### src/rtl/lcd_power_regs.vh
// Contract
// - Power bits: booster, regulator, follower enables
// - Display off masks power control outputs
// - Ratio command stores three low bits
// - Contrast mode accepts only value byte
// - Contrast value takes six low bits
// - Contrast mode ends after value stored
// - Indicator bit0 selects on or off
// - Indicator on locks until register byte
// - Indicator codes: off, fast, slow, steady
// - Indicator changed only by own commands and reset command
// - Indicator waveform between polarity and segment
// - Page blink is two byte command
// - Blink bit n enables page n
// - Drive mode selects four strengths
// - Drive mode in top bits, mode0 default
// - Reset command restores ratio, contrast, indicator
`ifndef LCD_POWER_REGS_VH
`define LCD_POWER_REGS_VH
// Command codes
`define CMD_DISP_OFF      8'hae
`define CMD_DISP_ON       8'haf
`define CMD_POWER_BASE    8'h28
`define CMD_POWER_MASK    8'hf8
`define CMD_RATIO_BASE    8'h20
`define CMD_RATIO_MASK    8'hf8
`define CMD_CONTRAST_MODE 8'h81
`define CMD_IND_OFF       8'hac
`define CMD_IND_ON        8'had
`define CMD_BLINK_MODE    8'ha5
`define CMD_DRIVE_MODE    8'hd2
`define CMD_RESET         8'he2
// Field positions
`define PWR_BOOST_BIT     2
`define PWR_REG_BIT       1
`define PWR_FOLLOW_BIT    0
// Reset values
`define RST_RATIO         3'h0
`define RST_CONTRAST      6'h20
`define RST_INDICATOR     2'h0
`define RST_BLINK         8'h00
`define RST_DRIVE         2'h0
`define RST_POWER         3'h0
// Timing: half-second and one-second blink periods
`define HALF_SEC_MS       500
`define ONE_SEC_MS        1000
`endif

### src/rtl/blink_timer.v
`timescale 1ns/10ps
`include "lcd_power_regs.vh"
module blink_timer #(
  parameter CLK_HZ  = 100000000,
  parameter HALF_MS = `HALF_SEC_MS
) (
  // Clock and reset
  input  wire sys_clk,
  input  wire arst_n,
  // Blink phases
  output reg  fastPhase,
  output reg  slowPhase
);
  localparam [31:0] TICKS = CLK_HZ / 1000 * HALF_MS;

  reg [31:0] count;

  // Divide the clock into half and one second toggles
  always @(posedge sys_clk or negedge arst_n) begin
    if (!arst_n) begin
      count     <= 32'h0;
      fastPhase <= 1'b0;
      slowPhase <= 1'b0;
    end else if (count >= TICKS - 32'h1) begin
      count     <= 32'h0;
      fastPhase <= ~fastPhase;
      if (fastPhase)
        slowPhase <= ~slowPhase;
    end else begin
      count <= count + 32'h1;
    end
  end
endmodule // blink_timer

### src/rtl/lcd_power_cmd.v
`timescale 1ns/10ps
`include "lcd_power_regs.vh"
module lcd_power_cmd #(
  parameter CLK_HZ  = 100000000,
  parameter HALF_MS = `HALF_SEC_MS
) (
  // Clock and reset
  input  wire       sys_clk,
  input  wire       arst_n,
  // Parallel bus pins
  input  wire [7:0] busData,
  input  wire       command_data_select,
  input  wire       read_write_select,
  input  wire       bus_strobe,
  input  wire       chipSelect_n,
  // Supply controls
  output reg        boosterOn,
  output reg        regulatorOn,
  output reg        followerOn,
  output reg  [2:0] resistorRatio,
  output reg  [5:0] contrastLevel,
  output reg  [1:0] driveMode,
  // Display status
  output reg        displayOn,
  output reg  [7:0] pageBlinkOut,
  // Static indicator
  output reg        frame_polarity_out,
  output reg        indicator_segment_out
);
  localparam ST_IDLE     = 3'h0;
  localparam ST_CONTRAST = 3'h1;
  localparam ST_IND      = 3'h2;
  localparam ST_PAGE     = 3'h3;
  localparam ST_DRIVE    = 3'h4;

  reg [7:0] dSync1;
  reg [7:0] dSync2;
  reg [3:0] cSync1;
  reg [3:0] cSync2;
  reg       strobeLast;
  reg [2:0] state;
  reg [2:0] powerEnables;
  reg [1:0] indicator_blink_select;
  reg [7:0] page_blink_enables;
  reg       indicatorLit;
  wire      fastPhase;
  wire      slowPhase;
  wire      strobeFall;
  wire      strobeGated;
  wire      cmdWrite;
  wire [7:0] cmd;

  // Two-stage synchronisers on all bus pins
  always @(posedge sys_clk or negedge arst_n) begin
    if (!arst_n) begin
      dSync1     <= 8'h00;
      dSync2     <= 8'h00;
      cSync1     <= 4'h0;
      cSync2     <= 4'h0;
      strobeLast <= 1'b0;
    end else begin
      dSync1     <= busData;
      dSync2     <= dSync1;
      cSync1     <= {command_data_select, read_write_select, bus_strobe, chipSelect_n};
      cSync2     <= cSync1;
      strobeLast <= strobeGated;
    end
  end

  // Command write taken on strobe falling edge with select, command_data_select and write low
  assign strobeGated = cSync2[1] | cSync2[0];
  assign strobeFall  = strobeLast & ~strobeGated;
  assign cmdWrite    = strobeFall & ~cSync2[3] & ~cSync2[2];
  assign cmd        = dSync2;

  // Command decoder with lockout states for double-byte commands
  always @(posedge sys_clk or negedge arst_n) begin
    if (!arst_n) begin
      state                  <= ST_IDLE;
      powerEnables           <= `RST_POWER;
      resistorRatio          <= `RST_RATIO;
      contrastLevel          <= `RST_CONTRAST;
      indicator_blink_select <= `RST_INDICATOR;
      page_blink_enables     <= `RST_BLINK;
      driveMode              <= `RST_DRIVE;
      displayOn              <= 1'b0;
    end else if (cmdWrite) begin
      case (state)
        ST_CONTRAST: begin
          contrastLevel <= cmd[5:0];
          state         <= ST_IDLE;
        end
        ST_IND: begin
          indicator_blink_select <= cmd[1:0];
          state                  <= ST_IDLE;
        end
        ST_PAGE: begin
          page_blink_enables <= cmd;
          state              <= ST_IDLE;
        end
        ST_DRIVE: begin
          if (cmd[5:0] == 6'h00)
            driveMode <= cmd[7:6];
          state <= ST_IDLE;
        end
        default: begin
          if ((cmd & `CMD_POWER_MASK) == `CMD_POWER_BASE)
            powerEnables <= cmd[2:0];
          else if ((cmd & `CMD_RATIO_MASK) == `CMD_RATIO_BASE)
            resistorRatio <= cmd[2:0];
          else if (cmd == `CMD_CONTRAST_MODE)
            state <= ST_CONTRAST;
          else if (cmd == `CMD_IND_OFF)
            indicator_blink_select <= 2'h0;
          else if (cmd == `CMD_IND_ON)
            state <= ST_IND;
          else if (cmd == `CMD_BLINK_MODE)
            state <= ST_PAGE;
          else if (cmd == `CMD_DRIVE_MODE)
            state <= ST_DRIVE;
          else if (cmd == `CMD_DISP_OFF)
            displayOn <= 1'b0;
          else if (cmd == `CMD_DISP_ON)
            displayOn <= 1'b1;
          else if (cmd == `CMD_RESET) begin
            resistorRatio          <= `RST_RATIO;
            contrastLevel          <= `RST_CONTRAST;
            indicator_blink_select <= `RST_INDICATOR;
          end
        end
      endcase
    end
  end

  // Supply outputs masked while display is off
  always @(posedge sys_clk or negedge arst_n) begin
    if (!arst_n) begin
      boosterOn    <= 1'b0;
      regulatorOn  <= 1'b0;
      followerOn   <= 1'b0;
      pageBlinkOut <= 8'h00;
    end else begin
      boosterOn    <= displayOn & powerEnables[`PWR_BOOST_BIT];
      regulatorOn  <= displayOn & powerEnables[`PWR_REG_BIT];
      followerOn   <= displayOn & powerEnables[`PWR_FOLLOW_BIT];
      pageBlinkOut <= page_blink_enables & {8{fastPhase}};
    end
  end

  // Blink phase generator
  blink_timer #(
    .CLK_HZ  (CLK_HZ),
    .HALF_MS (HALF_MS)
  ) uTimer (
    .sys_clk   (sys_clk),
    .arst_n    (arst_n),
    .fastPhase (fastPhase),
    .slowPhase (slowPhase)
  );

  // Lit decision from indicator register and blink phases only
  always @* begin
    case (indicator_blink_select)
      2'h1:    indicatorLit = fastPhase;
      2'h2:    indicatorLit = slowPhase;
      2'h3:    indicatorLit = 1'b1;
      default: indicatorLit = 1'b0;
    endcase
  end

  // Static drive: segment inverts polarity when lit
  always @(posedge sys_clk or negedge arst_n) begin
    if (!arst_n) begin
      frame_polarity_out    <= 1'b0;
      indicator_segment_out <= 1'b0;
    end else begin
      frame_polarity_out    <= slowPhase ^ fastPhase;
      indicator_segment_out <= (slowPhase ^ fastPhase) ^ indicatorLit;
    end
  end
endmodule // lcd_power_cmd

### config.mk
export PLATFORM = sky130hd
export DESIGN_NAME = lcd_power_cmd
export DESIGN_NICKNAME = d
export VERILOG_FILES = /design/src/rtl/blink_timer.v /design/src/rtl/lcd_power_cmd.v
export VERILOG_INCLUDE_DIRS = /design/src /design/src/rtl
export SDC_FILE = /design/constraint.sdc
export NUM_CORES = 1
export LEC_CHECK = 0
export ABC_AREA = 1
export BUFFER_PORTS_ARGS = -buffer_cell sky130_fd_sc_hd__buf_2
export CORE_MARGIN = 4
export CORE_UTILIZATION = 59
export DETAILED_ROUTE_END_ITERATION = 7
export PLACE_DENSITY = 0.79
export SETUP_SLACK_MARGIN = 0.15
export SLEW_MARGIN = 25
export SYNTH_ARGS = -nofsm -noshare
export SYNTH_HDL_FRONTEND = slang
export SYNTH_HIERARCHICAL = 1
export SYNTH_SLANG_ARGS = --single-unit
### constraint.sdc
create_clock -name sys_clk -period 2.1 [get_ports sys_clk]
set_clock_uncertainty 0.1 [all_clocks]
set_input_delay 0.315 -clock sys_clk [delete_from_list [all_inputs] [get_ports sys_clk]]
set_output_delay 0.315 -clock sys_clk [all_outputs]
set_load 0.02 [all_outputs]
Word level (Yosys, flattened, before mapping)

Cells that the tools add are included.

$add $sub $neg: 1
Magnitude comparators: 1
Equality and inequality tests: 44
Mux-type cells: 43
Bitwise logic cells: 25
Reductions and logical operators: 18

Operators with widths:

| kind                                                   | count |
|---|---|
| == test 8 bit (second input constant)                  | 8 |
| two-way mux 6 bit                                      | 10 |
| two-way mux 3 bit                                      | 17 |
| adder 32 x 1 -> 32 bit (second input constant)         | 1 |
| >= comparator 32 x 26 -> 1 bit (second input constant) | 1 |
| two-way mux 32 bit                                     | 1 |
| != test 2 x 1 -> 1 bit (second input constant)         | 12 |
| AND reduction 11 bit                                   | 2 |
| two-way mux 2 bit                                      | 10 |
| != test 2 bit (second input constant)                  | 9 |
| != test 3 x 2 -> 1 bit (second input constant)         | 5 |
| inverter 1 bit                                         | 15 |
| one-hot mux 6 bit (2 select lines)                     | 1 |
| AND reduction 12 bit                                   | 1 |
| == test 5 x 3 -> 1 bit (second input constant)         | 2 |
| AND reduction 10 bit                                   | 1 |
| AND 8 bit                                              | 1 |
| AND 1 bit                                              | 6 |
| == test 3 x 2 -> 1 bit (second input constant)         | 2 |
| zero test 6 bit                                        | 1 |
| AND reduction 3 bit                                    | 2 |
| nonzero test 2 bit                                     | 3 |
| OR reduction 3 bit                                     | 2 |
| AND reduction 5 bit                                    | 1 |
| other kinds (14)                                       | 18 |

Flip-flop bits (word level): 100
Input bits: 14
Output and inout port bits: 25
Word-level logic and storage cells: 154

Logic depth before layout (Yosys ltp)

Depth in word-level cells: 12
Depth in mapped cells: 10
Depth with buffers taken out: 10

Cells and area by module

The synthesis kept the hierarchy.

Modules (own cells, without submodules):

| module        | instances | cells each | area an instance (sq um) | sequential area each (sq um) |
|---|---|---|---|---|
| lcd_power_cmd | 1         | 249        | 2563.7                   | 1652.8 |
| blink_timer   | 1         | 234        | 1859.3                   | 850.8 |

Worst setup path before layout

OpenSTA, ideal clock, no wires.

Path kind: reg-to-reg
From: reg uTimer.count[0]
To: reg uTimer.count[14]
Library setup time: 0.118 ns
Arrival time: 1.280 ns
Data required time: 1.882 ns
Setup slack: 0.602 ns
Stages on the path, launching flop included: 9
Path buffers: 0
Clock period less this slack: 1.498 ns
Path through: dfrtp_1 ha_1 nand2_1 nor2_2 nand2_1 nor2_1 nand2_1 xor2_1 nor2_1

Word-level cells in the longest chain between the ends: 2
Elaborated cells between the ends (all ways): 3
Classes of those cells: add/sub: 1; order compare: 1; mux: 1

Ends and longest elaborated chain:

| item                                                                     | RTL line                           | RTL |
|---|---|---|
| start: declaration                                                       | blink_timer.v:16                   | `reg [31:0] count;` |
| start signal: assignment                                                 | blink_timer.v:30                   | `count <= count + 32'h1;` |
| adder 32 x 1 -> 32 bit or >= comparator 32 x 26 -> 1 bit (tied branches) | blink_timer.v:30, blink_timer.v:24 |  |
| two-way mux 32 bit (*)                                                   | blink_timer.v:24                   | `end else if (count >= TICKS - 32'h1) begin` |

Mark *: on every way between the ends. The rest lies on a longest branch, timed or not.
A chain may end at the register's enable or synchronous reset.

Final worst setup path

Same ends and word-level chain as after synthesis.

==> summary.md <==
| Metric | Value |
|---|---|
| Drt total wl | approximately 8600 µm |
| Hold Vio Cnt, Final | 0 |
| Fraction of registers with async set or reset after synthesis | 100% |
| Sw power | 0.000969 W |
| Combinational power share | 7.8% |
| Post-CTS setup repair buffer count | 0 |
| Synth cell types | 33 |
| Period utilisation layout | a little over four fifths |
| Crit path largest cell delay | 0.40 ns |
| IO buf count | 38 |
| Yosys top cell area share | 56.0% |
| Clock Latency Late Sink | 0.37 ns |
| Area contributors post-synth | dfrtp_1, nand2_1, nor2_1 |
| Drt wl/cell | 13.2 µm |
| Vias in the first global route | 3,371 |
| Vias per inst | 5.07 |
| Synth Flop Type | dfrtp_1 |
| Clk sink count | 100 |
| Clk buf depth | 2 |
| Site row count | 31 |
| Via count | roughly 3,300 |
| Post-DP HPWL | 6440 µm |
| Cell Pwr Density | 698 nW/µm² |
| Sequential Power Share | 58.3% |
| Maxcap violations | 0 |
| Setup TNS | 0 ns |
| Switch share | between 20% and 30% |
| Cell repeated most along the worst path | nand2_1 |
| Layout area overhead | 14.7% |
| Clock share of power | 33.9% |
| Sequential area share after synthesis | 56.6% |
| H-tree levels | 3 |
| Worst EP arrival | 1.92 ns |
| Status | completed |
| Slowest cell on crit path | dfrtp_1 |
| Req. time, crit path | between 2 and 2.5 ns |
| Number of enable flip-flop cells after synthesis | 0 |
| Total Power | around 0.0035 W |
| Largest net degree at the start of global routing | 34 |
| Ant diodes | 0 |
| Nets | around 560 |
| First-pass GRT wire length | approximately 15,000 µm |
| Die span in y | 94.6 µm |
| Cell area after synthesis | 4420 µm² |
| Clk pin slew, worst setup/hold paths | between 0.1 and 0.15 ns |
| Hold Crit Class | reg -> reg |
| Initial core utilization | between 60% and 70% |
| Fin crit period | 1.76 ns |
| Worst ir drop on vdd | ~0.5 mV |
| Slew headroom | 52.2% |
| Commonest non-fill, non-tap cell in the layout | nand2_1 |
| Ports | 39 |
| Clock root cell | clkbuf_8 |
| Most frequent cells in the layout | nand2_1, dfrtp_1, nor2_1 |
| DR iter-0 viols | 140 |
| Area leader, netlist | dfrtp_1 |
| Cell Chain, Critical Path | ha_1 -> nand2_1 -> nor2_2 -> nand2_1 -> nor2_1 -> nand2_1 -> xor2_1 -> nor2_1 |
| Num CTS Buffers | 9 |
| Cells after Synth | 483 |
| Pint | 0.00257 W |
| First-pass DRT Iterations | 4 |
| DRC Markers | 0 |
| Detail Route Antenna Nets | 0 |
| Slew Viols, Final | 0 |
| Post-synthesis register bit count | 100 |
| Layout cell share with drive strength beyond 1 | 21.3% |
| Grt total ovfl | 0 |
| Leakage | 2.48 nW |
| Chip Width | 94.6 µm |
| Worst slew pin tran | a little over 0.7 ns |
| Mapped Avg Cell Area | 9.16 µm² |
| Highest clock rate | about 570 MHz |
| CTS tree | yes |
| Critical Path Source Type | flip-flop |
| Crit Path Class | reg -> reg |
| Core ar. | 7250 µm² |
| Routability cong. | just over 0.9 |
| Die area | 8950 µm² |
| Initial antenna violation count | 0 |
| CP Capture Type | flip-flop |
| Syn. warnings | 6 |
| Final Setup Violations | 0 |
| Crit-path max FO | 4 |
| RSZ-0062 raised after global routing | false |
| All-Layer GR Usage | 22.0% |
-- stage by stage --
step / cells / setup WS (ns) / hold slack [ns] / instance area, µm² / util [%]
after floorplan: 488 / 0.602 / -0.0806 / 4440 / -
after global placement: 623 / 0.431 / 0.173 / 4730 / 65.3
after detailed placement: 623 / 0.355 / 0.181 / 4730 / 65.3
after CTS: 652 / 0.330 / 0.248 / 5060 / 69.8
after global routing: 652 / 0.175 / 0.251 / 5070 / 69.9
final: 652 / 0.337 / 0.245 / 5070 / 69.9
-- power by group through the flow --
stage | Sequential [W] | Clock, W | Combinational (W)
finish | 0.00206 | 0.00120 | 0.000275
detailed placement | 0.00210 | 0 | 0.000261
global route | 0.00208 | 0.00131 | 0.000311
CTS | 0.00206 | 0.00125 | 0.000280
global placement | 0.00210 | 0 | 0.000251
floorplan | 0.00210 | 0 | 0.000142
-- cells by family after synthesis --
family                   after synthesis  synth area share (%)
AO/OA/AOI/OAI                         26                  3.76
XOR/XNOR                              15                  2.97
adder cells (fa/ha/maj)                1                 0.283
buffers and inverters                 61                  6.08
flip-flops                           100                  56.6
other                                  1                0.0848
AND/OR/NAND/NOR                      279                  30.2
-- state kept, by name, indices dropped and copies added (netlist names), 2 cells and up --
signal                  cells
uTimer/count               32
cmd                         8
dSync1                      8
pageBlinkOut                8
page_blink_enables          8
contrastLevel               6
cSync1                      4
cSync2                      4
powerEnables                3
resistorRatio               3
state                       3
driveMode                   2
indicator_blink_select      2
-- area by class of cell --
class / instances / area (µm²)
Multi-Input combinational cell: 327 / 1680
Sequential cell: 100 / 2500
Clock inverter: 7 / 75.1
Clock buffer: 9 / 124
Inverter: 56 / 210
Timing Repair Buffer: 54 / 358
Fill cell: 554 / 2180
Tap cell: 99 / 124
-- worst paths after layout --
| kind | slack, ns | endpoint | startpoint | cells after the start |
|---|---|---|---|---|
| hold reg to reg | 0.24 | cmd[7]$_DFF_PN0_ | dSync1[7]$_DFF_PN0_ | 0 |
| setup reg to reg | 0.34 | uTimer/count[14]$_DFF_PN0_ | uTimer/count[0]$_DFF_PN0_ | 8 |
| setup / recovery | 0.34 | uTimer/count[14]$_DFF_PN0_ | uTimer/count[0]$_DFF_PN0_ | 8 |
| max in group asynchronous | 0.97 | strobeLast$_DFF_PN0_ | arst_n | 3 |
| min in group asynchronous | 0.31 | pageBlinkOut[4]$_DFF_PN0_ | arst_n | 2 |
| hold / removal | 0.24 | cmd[7]$_DFF_PN0_ | dSync1[7]$_DFF_PN0_ | 0 |
-- critical path: cells and delay by family, from the launching register on --
kind	cells	cell delay, ns
AND/OR/NAND/NOR	6	0.81
XOR/XNOR	1	0.17
adder cells (fa/ha/maj)	1	0.18
flip-flops	1	0.40
-- cell usage after synthesis (4+ instances only) --
library cell and instances:
nand2_1 136, dfrtp_1 99, nor2_1 55, inv_1 51, nand3_1 24, nor2_2 15
xor2_1 11, nand2_2 10, nor3_1 9, o21ai_0 9, o21ai_2 9, nor2_4 7
inv_2 5, nand4_1 5, a21oi_1 4, nand3_2 4, xnor2_1 4
-- layer usage --
metal  routed length [µm]  track usage (%)  up-vias
met5                    0                0        -
met4                  263             10.9        0
met3                  359             3.75       24
met2                 4530             39.0       90
met1                 3450             25.6     1584
li1                     -                -     1610
-- timing repair --
item	in CTS	in global routing
hold endpoints to repair	42	0
hold buffers	13	0
gates resized for setup	0	1
setup endpoints to repair	0	1
Note: power is estimated with default switching activity, not from simulation.
